--- src/hw/mbs_pkg.sv ---
// Package for the maximum-mode bus status and request/grant block.
// Assumes both ends run on one clock, clk_sys at 200 MHz.
package mbs_pkg;
    localparam logic [2:0] MBS_ST_INTERRUPT_ACK_CYCLE = 3'h0;
    localparam logic [2:0] MBS_ST_IORD = 3'h1;
    localparam logic [2:0] MBS_ST_IOWR = 3'h2;
    localparam logic [2:0] MBS_ST_HALT = 3'h3;
    localparam logic [2:0] MBS_ST_CODE = 3'h4;
    localparam logic [2:0] MBS_ST_MRD = 3'h5;
    localparam logic [2:0] MBS_ST_MWR = 3'h6;
    localparam logic [2:0] MBS_ST_PASSIVE = 3'h7;
    localparam logic MBS_STYLE_MAX = 1'b0;
    localparam int MBS_IDLE_START_CLKS = 3;
    typedef enum logic [2:0] {
        MBS_TI, MBS_T1, MBS_T2, MBS_T3, MBS_TW, MBS_T4, MBS_TG
    } mbs_bus_t;
    typedef enum logic [2:0] {
        MBS_HS_IDLE, MBS_HS_PEND, MBS_HS_GRANTED, MBS_HS_GAP
    } mbs_hs_t;
endpackage : mbs_pkg

--- src/hw/mbs_link_if.sv ---
// Link between the bus-status device end and the master end.
// Assumes a testbench resolves weak-one pull-ups from the enables.
`timescale 1ns/1ps
`default_nettype none
interface mbs_link_if;
    logic [2:0] cycle_status_o;
    logic [2:0] cycle_status_oe;
    logic [2:0] cycle_status_i;
    logic hi_dev_o;
    logic hi_dev_oe;
    logic lo_dev_o;
    logic lo_dev_oe;
    logic hi_mst_o;
    logic hi_mst_oe;
    logic lo_mst_o;
    logic lo_mst_oe;
    logic bus_handoff_pin_high_prio;
    logic bus_handoff_pin_low_prio;
    logic ready;
    modport device (
        output cycle_status_o, cycle_status_oe, hi_dev_o, hi_dev_oe,
        output lo_dev_o, lo_dev_oe,
        input bus_handoff_pin_high_prio, bus_handoff_pin_low_prio, ready
    );
    modport master (
        input cycle_status_i, bus_handoff_pin_high_prio,
        input bus_handoff_pin_low_prio,
        output hi_mst_o, hi_mst_oe, lo_mst_o, lo_mst_oe, ready
    );
endinterface : mbs_link_if
`default_nettype wire

--- src/hw/mbs_device.sv ---
// Device end: bus cycle state, encoded status, request/grant handshake.
// Assumes pins resolved outside; handoff pins and ready are asynchronous.
`timescale 1ns/1ps
`default_nettype none
module mbs_device
    import mbs_pkg::*;
(
    input wire logic clk_sys,
    input wire logic nrst,
    mbs_link_if.device link,
    input wire logic bus_style_select,
    input wire logic cyc_req,
    input wire logic [2:0] cyc_kind,
    input wire logic cyc_odd_low,
    input wire logic cyc_first_interrupt_ack_cycle,
    input wire logic lock_active,
    output logic cyc_done_ff,
    output logic granted_ff
);
    logic [1:0] hi_sync_ff;
    logic [1:0] lo_sync_ff;
    logic [1:0] rdy_sync_ff;
    logic [1:0] style_sync_ff;
    logic [3:0] gnt_dly_ff;
    logic hi_prev_ff;
    logic lo_prev_ff;
    logic hi_fall;
    logic lo_fall;
    mbs_bus_t bus_ff, nxt_bus;
    mbs_hs_t hs_ff, nxt_hs;
    logic [2:0] kind_ff, nxt_kind;
    logic [2:0] st_o_ff, nxt_st_o;
    logic [2:0] st_oe_ff, nxt_st_oe;
    logic gnt_pin_ff, nxt_gnt_pin;
    logic gnt_lo_ff, nxt_gnt_lo;
    logic sel_lo_ff, nxt_sel_lo;
    logic early_ff, nxt_early;
    logic block_ff, nxt_block;
    logic lo_pend_ff, nxt_lo_pend;
    logic done_nxt;
    logic gnt_nxt;
    logic max_mode;
    logic sel_fall;
    logic can_release;

    // Two-stage synchronisers for pins and ready
    always_ff @(posedge clk_sys or negedge nrst) begin
        if (!nrst) begin
            hi_sync_ff <= 2'h3;
            lo_sync_ff <= 2'h3;
            rdy_sync_ff <= 2'h0;
            style_sync_ff <= 2'h3;
            gnt_dly_ff <= 4'h0;
            hi_prev_ff <= 1'b1;
            lo_prev_ff <= 1'b1;
        end else begin
            hi_sync_ff <= {hi_sync_ff[0], link.bus_handoff_pin_high_prio};
            lo_sync_ff <= {lo_sync_ff[0], link.bus_handoff_pin_low_prio};
            rdy_sync_ff <= {rdy_sync_ff[0], link.ready};
            style_sync_ff <= {style_sync_ff[0], bus_style_select};
            gnt_dly_ff <= {gnt_dly_ff[1:0], gnt_lo_ff, gnt_pin_ff};
            hi_prev_ff <= hi_sync_ff[1];
            lo_prev_ff <= lo_sync_ff[1];
        end
    end

    // Ignore our own grant pulse coming back on the pin
    assign hi_fall = hi_prev_ff && !hi_sync_ff[1] && !gnt_dly_ff[2];
    assign lo_fall = lo_prev_ff && !lo_sync_ff[1] && !gnt_dly_ff[3];
    assign max_mode = (style_sync_ff[1] == MBS_STYLE_MAX);
    assign sel_fall = sel_lo_ff ? lo_fall : hi_fall;
    assign can_release = early_ff && !block_ff;

    always_comb begin
        nxt_bus = bus_ff;
        nxt_kind = kind_ff;
        nxt_hs = hs_ff;
        nxt_sel_lo = sel_lo_ff;
        nxt_gnt_pin = 1'b0;
        nxt_gnt_lo = 1'b0;
        nxt_lo_pend = lo_pend_ff;
        nxt_early = early_ff;
        nxt_block = block_ff;
        done_nxt = 1'b0;
        gnt_nxt = granted_ff;
        // Handshake: request, grant, release, then one idle clock
        case (hs_ff)
            MBS_HS_IDLE: begin
                if (max_mode && hi_fall) begin
                    nxt_hs = MBS_HS_PEND;
                    nxt_sel_lo = 1'b0;
                    nxt_lo_pend = lo_pend_ff || lo_fall;
                end else if (max_mode && (lo_fall || lo_pend_ff)) begin
                    nxt_hs = MBS_HS_PEND;
                    nxt_sel_lo = 1'b1;
                    nxt_lo_pend = 1'b0;
                end
                // Request on or before second state counts as early
                nxt_early = (bus_ff != MBS_T3) && (bus_ff != MBS_TW)
                    && (bus_ff != MBS_T4);
            end
            MBS_HS_GRANTED: begin
                if (sel_fall) begin
                    nxt_hs = MBS_HS_GAP;
                    nxt_bus = MBS_T4;
                    gnt_nxt = 1'b0;
                end
            end
            MBS_HS_GAP: nxt_hs = MBS_HS_IDLE;
            default: nxt_hs = hs_ff;
        endcase
        // Bus cycle sequencing
        case (bus_ff)
            MBS_TI, MBS_T4: begin
                done_nxt = (bus_ff == MBS_T4);
                if (hs_ff == MBS_HS_PEND
                    && (bus_ff == MBS_TI || can_release)) begin
                    nxt_gnt_pin = !sel_lo_ff;
                    nxt_gnt_lo = sel_lo_ff;
                    nxt_hs = MBS_HS_GRANTED;
                    nxt_bus = MBS_TG;
                    gnt_nxt = 1'b1;
                end else if (cyc_req && max_mode) begin
                    nxt_bus = MBS_T1;
                    nxt_kind = cyc_kind;
                    nxt_block = cyc_odd_low || cyc_first_interrupt_ack_cycle || lock_active;
                    nxt_early = 1'b1;
                end else begin
                    nxt_bus = MBS_TI;
                end
            end
            MBS_T1: nxt_bus = MBS_T2;
            MBS_T2: nxt_bus = rdy_sync_ff[1] ? MBS_T3 : MBS_TW;
            MBS_T3: nxt_bus = MBS_T4;
            MBS_TW: nxt_bus = rdy_sync_ff[1] ? MBS_T3 : MBS_TW;
            MBS_TG: begin
            end
            default: nxt_bus = MBS_TI;
        endcase
        // Status drive follows the next bus state
        nxt_st_oe = 3'h7;
        nxt_st_o = MBS_ST_PASSIVE;
        case (nxt_bus)
            MBS_T1, MBS_T2: nxt_st_o = kind_ff;
            MBS_T4: begin
                if (cyc_req && max_mode
                    && !(hs_ff == MBS_HS_PEND && can_release)) begin
                    nxt_st_o = cyc_kind;
                end
            end
            MBS_T3: nxt_st_o = MBS_ST_PASSIVE;
            MBS_TW: nxt_st_o = kind_ff;
            MBS_TG: nxt_st_oe = 3'h0;
            default: nxt_st_o = MBS_ST_PASSIVE;
        endcase
        if (nxt_bus == MBS_T1) begin
            nxt_st_o = nxt_kind;
        end
        if (!max_mode) begin
            nxt_st_oe = 3'h0;
        end
    end

    always_ff @(posedge clk_sys or negedge nrst) begin
        if (!nrst) begin
            bus_ff <= MBS_TI;
            hs_ff <= MBS_HS_IDLE;
            kind_ff <= MBS_ST_PASSIVE;
            st_o_ff <= MBS_ST_PASSIVE;
            st_oe_ff <= 3'h0;
            gnt_pin_ff <= 1'b0;
            gnt_lo_ff <= 1'b0;
            sel_lo_ff <= 1'b0;
            early_ff <= 1'b0;
            block_ff <= 1'b0;
            lo_pend_ff <= 1'b0;
            cyc_done_ff <= 1'b0;
            granted_ff <= 1'b0;
        end else begin
            bus_ff <= nxt_bus;
            hs_ff <= nxt_hs;
            kind_ff <= nxt_kind;
            st_o_ff <= nxt_st_o;
            st_oe_ff <= nxt_st_oe;
            gnt_pin_ff <= nxt_gnt_pin;
            gnt_lo_ff <= nxt_gnt_lo;
            sel_lo_ff <= nxt_sel_lo;
            early_ff <= nxt_early;
            block_ff <= nxt_block;
            lo_pend_ff <= nxt_lo_pend;
            cyc_done_ff <= done_nxt;
            granted_ff <= gnt_nxt;
        end
    end

    assign link.cycle_status_o = st_o_ff;
    assign link.cycle_status_oe = st_oe_ff;
    assign link.hi_dev_o = 1'b0;
    assign link.hi_dev_oe = gnt_pin_ff;
    assign link.lo_dev_o = 1'b0;
    assign link.lo_dev_oe = gnt_lo_ff;
endmodule : mbs_device
`default_nettype wire

--- src/flat_wrapper.sv ---
// flat-port wrapper written by rule: the top's interface ports become plain ports
module mbs_device_flat import mbs_pkg::*;
  (clk_sys, nrst, bus_style_select, cyc_req, cyc_kind, cyc_odd_low, cyc_first_interrupt_ack_cycle, lock_active, cyc_done_ff, granted_ff, link_cycle_status_o, link_cycle_status_oe, link_hi_dev_o, link_hi_dev_oe, link_lo_dev_o, link_lo_dev_oe, link_bus_handoff_pin_high_prio, link_bus_handoff_pin_low_prio, link_ready);
  mbs_link_if link_i ();
  input wire logic clk_sys;
  input wire logic nrst;
  input wire logic bus_style_select;
  input wire logic cyc_req;
  input wire logic [2:0] cyc_kind;
  input wire logic cyc_odd_low;
  input wire logic cyc_first_interrupt_ack_cycle;
  input wire logic lock_active;
  output logic cyc_done_ff;
  output logic granted_ff;
  output wire logic [$bits(link_i.cycle_status_o)-1:0] link_cycle_status_o;
  output wire logic [$bits(link_i.cycle_status_oe)-1:0] link_cycle_status_oe;
  output wire logic [$bits(link_i.hi_dev_o)-1:0] link_hi_dev_o;
  output wire logic [$bits(link_i.hi_dev_oe)-1:0] link_hi_dev_oe;
  output wire logic [$bits(link_i.lo_dev_o)-1:0] link_lo_dev_o;
  output wire logic [$bits(link_i.lo_dev_oe)-1:0] link_lo_dev_oe;
  input wire logic [$bits(link_i.bus_handoff_pin_high_prio)-1:0] link_bus_handoff_pin_high_prio;
  input wire logic [$bits(link_i.bus_handoff_pin_low_prio)-1:0] link_bus_handoff_pin_low_prio;
  input wire logic [$bits(link_i.ready)-1:0] link_ready;
  assign link_cycle_status_o = link_i.cycle_status_o;
  assign link_cycle_status_oe = link_i.cycle_status_oe;
  assign link_hi_dev_o = link_i.hi_dev_o;
  assign link_hi_dev_oe = link_i.hi_dev_oe;
  assign link_lo_dev_o = link_i.lo_dev_o;
  assign link_lo_dev_oe = link_i.lo_dev_oe;
  assign link_i.bus_handoff_pin_high_prio = link_bus_handoff_pin_high_prio;
  assign link_i.bus_handoff_pin_low_prio = link_bus_handoff_pin_low_prio;
  assign link_i.ready = link_ready;
  mbs_device u_core (.clk_sys(clk_sys), .nrst(nrst), .link(link_i), .bus_style_select(bus_style_select), .cyc_req(cyc_req), .cyc_kind(cyc_kind), .cyc_odd_low(cyc_odd_low), .cyc_first_interrupt_ack_cycle(cyc_first_interrupt_ack_cycle), .lock_active(lock_active), .cyc_done_ff(cyc_done_ff), .granted_ff(granted_ff));
endmodule
--- config.mk ---
export PLATFORM = sky130hd
export DESIGN_NAME = mbs_device_flat
export DESIGN_NICKNAME = d
export VERILOG_FILES = /design/src/hw/mbs_pkg.sv /design/src/hw/mbs_link_if.sv /design/src/hw/mbs_device.sv /design/src/flat_wrapper.sv
export SDC_FILE = /design/constraint.sdc
export NUM_CORES = 1
export LEC_CHECK = 0
export BUFFER_PORTS_ARGS = -buffer_cell sky130_fd_sc_hd__buf_2
export CORE_MARGIN = 2
export CORE_UTILIZATION = 41
export DETAILED_ROUTE_END_ITERATION = 10
export PLACE_DENSITY_LB_ADDON = 0.15
export REMOVE_ABC_BUFFERS = 1
export SLEW_MARGIN = 20
export SYNTH_ARGS = -nofsm -noshare
export SYNTH_HDL_FRONTEND = slang
export SYNTH_SLANG_ARGS = --single-unit
--- constraint.sdc ---
create_clock -name clk_sys -period 5.2 [get_ports clk_sys]
set_input_delay 1.04 -clock clk_sys [delete_from_list [all_inputs] [get_ports clk_sys]]
set_output_delay 1.04 -clock clk_sys [all_outputs]
set_load 0.01 [all_outputs]
==> flow_metrics.tcl, run 1 <==
set metrics [dict create \
    status "complete, no violations" \
    setup_ws_ps 3070 \
    critPathArrivalTime_ps 2340 \
    startpoint_type "register" \
    period_share_pct 40.9 \
    clock-sinks 35 \
    power.internal_uw 654 \
    vias 1040 \
    gr-usage-all-layers_pct 15.0 \
    numPortBuffers 22 \
    final_util_pct 48.5 \
    worstPathCellList "nor3b_1, a21oi_1, o21ai_2, a31oi_1, a31oi_1" \
    drive_gt1_share_pct 36.5 \
    cts_resized 0 \
    hold_slack_ps 354 \
    power_frac_clock_pct 20.3 \
    worstPathRequired_ps 5410 \
    ios 25 \
    grt_pass1_wl_mm 4.64 \
    ir_worst_vdd_uv 278 \
    synth_area_leader_cell "dfrtp_1" \
    dieArea_um2 4250 \
    yosysUniqueCellTypes 40 \
    dp_worst_setup_slack_ps 2980 \
    syn_area_per_cell_um2 11.3 \
    drv_cap 0 \
    postCtsSetupBuffers 0 \
    clockRootBuffer "clkbuf_8" \
    die_h_um 65.2 \
    route.detailed.drc 0 \
    synth-seq-area-share_pct 58.2 \
    async_flop_share_pct 100 \
    power.share.combinational_pct 37.6 \
    gp_congestion 0.796 \
    start_util_pct 42.2 \
    finalClockSkew_ps 4.55 \
    clock_latency_ps 290 \
    syn_area_um2 1530 \
    cp-end-kind "register" \
    fp.dieW_um 65.2 \
    vias_per_cell 5.02 \
    clk_pin_slew_ps 70 \
    overflow 0 \
    seqPwrFrac_pct 42.1 \
    cpMaxStageDelayCell "nor3b_1" \
    fin_area_um2 1760 \
    grt_max_degree 36 \
    cp_common_cell "a31oi_1" \
    layout.nets 171 \
    critPathMaxStageDelay_ps 520 \
    routedWlPerCell_um 13.5 \
    synth.top_cell.area_share_pct 34.3 \
    synth-main-ff-cell "dfrtp_1" \
    drt_first_iter_violations 47 \
    hpwl_mm 1.96 \
    crit_type "reg -> reg" \
    synthCells 136 \
    cp_max_fo 10 \
    core_um2 3630 \
    fmax_mhz 470 \
    ys_seq_elements 35 \
    p_per_area_nw_per_um2 586 \
    synth_edf_count 0 \
    cts_buffers 5 \
    finalHoldViolCount 0 \
    rsz0062_at_grt "no" \
    antenna_left 0 \
    firstDrtPassIters 4 \
    cts_tree "yes" \
    rows 22 \
    antenna_found_initial 0 \
    min_path_type "reg -> reg" \
    fillCellCount 354 \
    min_period_ps 2130 \
    tightest_slew_ps 748 \
    slew_violations 0 \
    syn_to_final_growth_pct 14.8 \
    cts_buffer_depth 2 \
    p_leak_uw 0.000804 \
    place_area_um2 1660 \
    synth.top_cells.by_area "dfrtp_1 34%, dfstp_2 24%, mux2_2 2.9%" \
    grt_pass1_vias 1002 \
    finalSetupTns_ps 0 \
    finalSetupViolations 0 \
    htreeDepth 2 \
    yosysWarnings 0 \
    hold_buffers 0 \
    switching_share_pct 36.6 \
    n_antenna_cell 0 \
    slew_headroom_pct 50.1 \
    p_sw_uw 378 \
    routed_wl_mm 2.80 \
]
-- routing by layer --
layer  global-route usage [%]  routed length [um]
met5                        0                   0
met1                     19.5                1350
met4                     8.59                  46
met2                     22.3                1280
met3                     4.28                 124
-- logic make-up after synthesis --
kind of cell,count (synthesis),share of synthesized area (%)
compound gates,32,15.8
simple gates,47,17.1
flops,35,58.2
fa+ha+maj,1,0.653
other cells,1,0.244
buf+inv,16,4.98
mux,4,2.94
-- final timing paths --
path / start / to / slack (ps) / cells after the start
max: u_core.hs_ff[2]$_DFF_PN0_ / u_core.link.cycle_status_o[2]$_DFF_PN1_ / 3070 / 5
min: u_core.gnt_dly_ff[1]$_DFF_PN0_ / u_core.gnt_dly_ff[3]$_DFF_PN0_ / 350 / 0
max reg2reg: u_core.hs_ff[2]$_DFF_PN0_ / u_core.link.cycle_status_o[2]$_DFF_PN1_ / 3070 / 5
min reg2reg: u_core.gnt_dly_ff[1]$_DFF_PN0_ / u_core.gnt_dly_ff[3]$_DFF_PN0_ / 350 / 0
max in group asynchronous: nrst / u_core.sel_lo_ff$_DFFE_PN0P_ / 3910 / 1
min in group asynchronous: nrst / u_core.link.lo_dev_oe$_DFF_PN0_ / 800 / 1
-- power by group through the flow --
stage	registers [uW]	clock network [uW]	logic [uW]
5_1_grt	446	230	434
4_1_cts	434	217	391
3_3_place_gp	436	0	385
2_1_floorplan	437	0	282
3_5_place_dp	437	0	389
6_report	434	210	388
-- synthesized netlist by cell type (all sizes together), types with 2 or more instances --
cell type / instances
dfrtp: 21
or4b: 2
a21o: 2
nand2b: 2
o211ai: 4
clkbuf: 3
nand3b: 3
nand2: 12
nor2b: 2
nor2: 11
or3b: 3
dfstp: 14
buf: 5
mux2: 4
inv: 8
a211o: 3
o21ai: 7
nor3: 3
nor3b: 3
a21oi: 3
a31oi: 6
-- registers in the layout, summed over array words and instances (netlist names) --
| signal | count |
|---|---|
| u_core.hi_sync_ff | 2 |
| u_core.early_ff | 1 |
| u_core.lo_prev_ff | 1 |
| u_core.block_ff | 1 |
| u_core.link.hi_dev_oe | 1 |
| u_core.kind_ff | 3 |
| u_core.hi_prev_ff | 1 |
| u_core.sel_lo_ff | 1 |
| u_core.link.lo_dev_oe | 1 |
| u_core.lo_pend_ff | 1 |
| u_core.hs_ff | 3 |
| u_core.rdy_sync_ff | 2 |
| u_core.granted_ff | 1 |
| u_core.cyc_done_ff | 1 |
| u_core.link.cycle_status_oe | 1 |
| u_core.gnt_dly_ff | 4 |
| u_core.lo_sync_ff | 2 |
| u_core.link.cycle_status_o | 3 |
| u_core.bus_ff | 3 |
| u_core.style_sync_ff | 2 |
-- critical path: cells and delay by family (launching register included) --
kind / cells / cell delay, ps
compound gates: 4 / 1080
simple gates: 1 / 520
flops: 1 / 450
-- layout make-up --
cell class	instances	area, um^2	share of cell area [%]
sequential	35	893	50.7
multi-input combinational	86	568	32.3
timing repair buffer	22	110	6.25
clock buffer	6	82.6	4.69
tap	48	60.1	3.41
inverter	8	30.0	1.71
clock inverter	2	16.3	0.924
-- placed cells by master, fill, tap and decap left out, types with 4 or more instances in the layout --
cell / count
inv_1: 8
clkbuf_8: 6
dfrtp_1: 21
dfstp_2: 14
nor2_1: 11
mux2_2: 4
o211ai_1: 4
buf_2: 22
o21ai_0: 6
nand2_1: 12
a31oi_1: 6
-- through the flow --
stage / cells / power [uW]
6_report: 207 / 1030
5_1_grt: 207 / 1110
3_3_place_gp: 199 / 821
4_1_cts: 207 / 1040
3_5_place_dp: 199 / 826
2_1_floorplan: 129 / 718
Note: power is estimated with default switching activity, not from simulation.
==> run 2: changes to the inputs <==
==> constraint.sdc (replaced) <==
create_clock -name clk_sys -period 2.1 [get_ports clk_sys]
set_input_delay 0.42 -clock clk_sys [delete_from_list [all_inputs] [get_ports clk_sys]]
set_output_delay 0.42 -clock clk_sys [all_outputs]
set_load 0.01 [all_outputs]
==> flow_metrics.tcl, run 2 (synthesized netlist as in run 1, its figures left out) <==
set metrics [dict create \
    status "complete, no violations" \
    final_common_cell "buf_2" \
    fin_area_um2 1800 \
    route.detailed.drc 0 \
    power_frac_clock_pct 17.1 \
    setup_ws_ps 35.7 \
    gr-usage-all-layers_pct 14.9 \
    crit_type "reg -> reg" \
    clk_pin_slew_ps 70 \
    r2r_cells 6 \
    dp_worst_setup_slack_ps -1.68 \
    routedWlPerCell_um 13.0 \
    grt_pass1_vias 1037 \
    cts_buffer_depth 2 \
    slew_violations 0 \
    power.share.combinational_pct 43.1 \
    largest_reg_flops 4 \
    core_um2 3630 \
    drv_cap 0 \
    min_path_type "in -> async" \
    syn_to_final_growth_pct 17.6 \
    rows 22 \
    routed_wl_mm 2.75 \
    rsz0062_at_grt "yes" \
    slew_headroom_pct 51.1 \
    fmax_mhz 484 \
    die_h_um 65.2 \
    worstPathRequired_ps 2290 \
    top_register "u_core.gnt_dly_ff" \
    overflow 0 \
    gp_congestion 0.813 \
    reg2reg_from "u_core.hi_prev_ff$_DFF_PN1_" \
    start_util_pct 42.2 \
    cts_tree "yes" \
    p_per_area_nw_per_um2 1440 \
    min_period_ps 2060 \
    startpoint_type "register" \
    numPortBuffers 22 \
    timing.rr.end "u_core.link.cycle_status_o[2]$_DFF_PN1_" \
    p_sw_uw 939 \
    vias 1066 \
    dieArea_um2 4250 \
    vias_per_cell 5.03 \
    drive_gt1_share_pct 40.2 \
    switching_share_pct 36.0 \
    antenna_found_initial 0 \
    grt_pass1_wl_mm 4.76 \
    crit_path_start "u_core.hi_prev_ff$_DFF_PN1_" \
    tightest_slew_ps 733 \
    place_area_um2 1700 \
    drt_first_iter_violations 33 \
    final_cell_mix "22 x buf_2, 21 x dfrtp_1, 14 x dfstp_2" \
    ir_worst_vdd_uv 673 \
    grt_max_degree 36 \
    htreeDepth 2 \
    fp.dieW_um 65.2 \
    hpwl_mm 1.99 \
    firstDrtPassIters 4 \
    layout.nets 176 \
    seqPwrFrac_pct 39.8 \
    cp_max_fo 6 \
    finalSetupViolations 0 \
    finalClockSkew_ps 4.19 \
    ios 25 \
    period_share_pct 98.3 \
    cp-end-kind "register" \
    cts_buffers 5 \
    n_antenna_cell 0 \
    finalSetupTns_ps 0 \
    p_leak_uw 0.000828 \
    antenna_left 0 \
    clockRootBuffer "clkbuf_8" \
    clock_latency_ps 280 \
    critPathArrivalTime_ps 2260 \
    power.internal_uw 1670 \
    p_total_uw 2610 \
    finalHoldViolCount 0 \
    r2r_slack_ps 40 \
    clock-sinks 35 \
    final_util_pct 49.7 \
]
==> run 2: cell types whose count changed in the layout (fill, tap and decap cells not counted), sizes merged <==
cell and delta:
clkbuf +1, buf +5, clkinvlp -1
==> run 2: layout make-up <==
type	count	area (um^2)
flip-flops and latches	35	893
repair buffers	27	148
multi-input cells	86	592
inverters	8	30.0
fillers	337	1830
clock inverters	1	5.00
clock buffers	7	76.3
well taps	48	60.1
==> run 2: worst max-delay path by stage <==
stage / slack, ps / cells after the start / endpoint
final: 40 / 6 / u_core.link.cycle_status_o[2]$_DFF_PN1_
after global routing: -40 / 6 / u_core.link.cycle_status_o[2]$_DFF_PN1_
after CTS: 10 / 6 / u_core.link.cycle_status_o[2]$_DFF_PN1_
after detailed placement: -2 / 6 / u_core.link.cycle_status_o[2]$_DFF_PN1_
after global placement: 70 / 6 / u_core.link.cycle_status_o[0]$_DFF_PN1_
after floorplan: 90 / 6 / u_core.link.cycle_status_o[0]$_DFF_PN1_
==> run 2: metal layers <==
| metal | track usage (%) | routed length (um) | up-vias |
|---|---|---|---|
| li1 | - | - | 522 |
| met1 | 19.9 | 1330 | 517 |
| met2 | 22.7 | 1260 | 24 |
| met3 | 5.14 | 129 | 3 |
| met4 | 4.95 | 28 | 0 |
| met5 | 0 | 0 | - |
==> run 2: stage by stage <==
stage          hold WS (ps)  std cells
2_1_floorplan           124        129
4_1_cts                 216        212
3_5_place_dp            338        204
3_3_place_gp            332        204
5_1_grt                 212        212
6_report                200        212
==> run 2: timing repair <==
action | in CTS | in global routing
pin swaps | 1 | 3
setup buffers | 0 | 0
setup endpoints to repair | 1 | 3
hold buffers | 0 | 0
gates resized for setup | 0 | 6
==> run 2: power groups by stage <==
stage               clock [uW]  sequential, uW  combinational, uW
CTS                        467            1040               1080
global placement             0            1040               1060
floorplan                    0            1080                698
finish                     446            1040               1120
detailed placement           0            1050               1070
global route               510            1070               1250
==> run 2: worst max-delay path, cell delays in order, from the launching register on <==
cell,delay [ps]
dfstp_2,530
or4b_4,460
a211o_1,340
a22oi_4,160
a21bo_4,280
nor3_2,150
a31oi_1,60
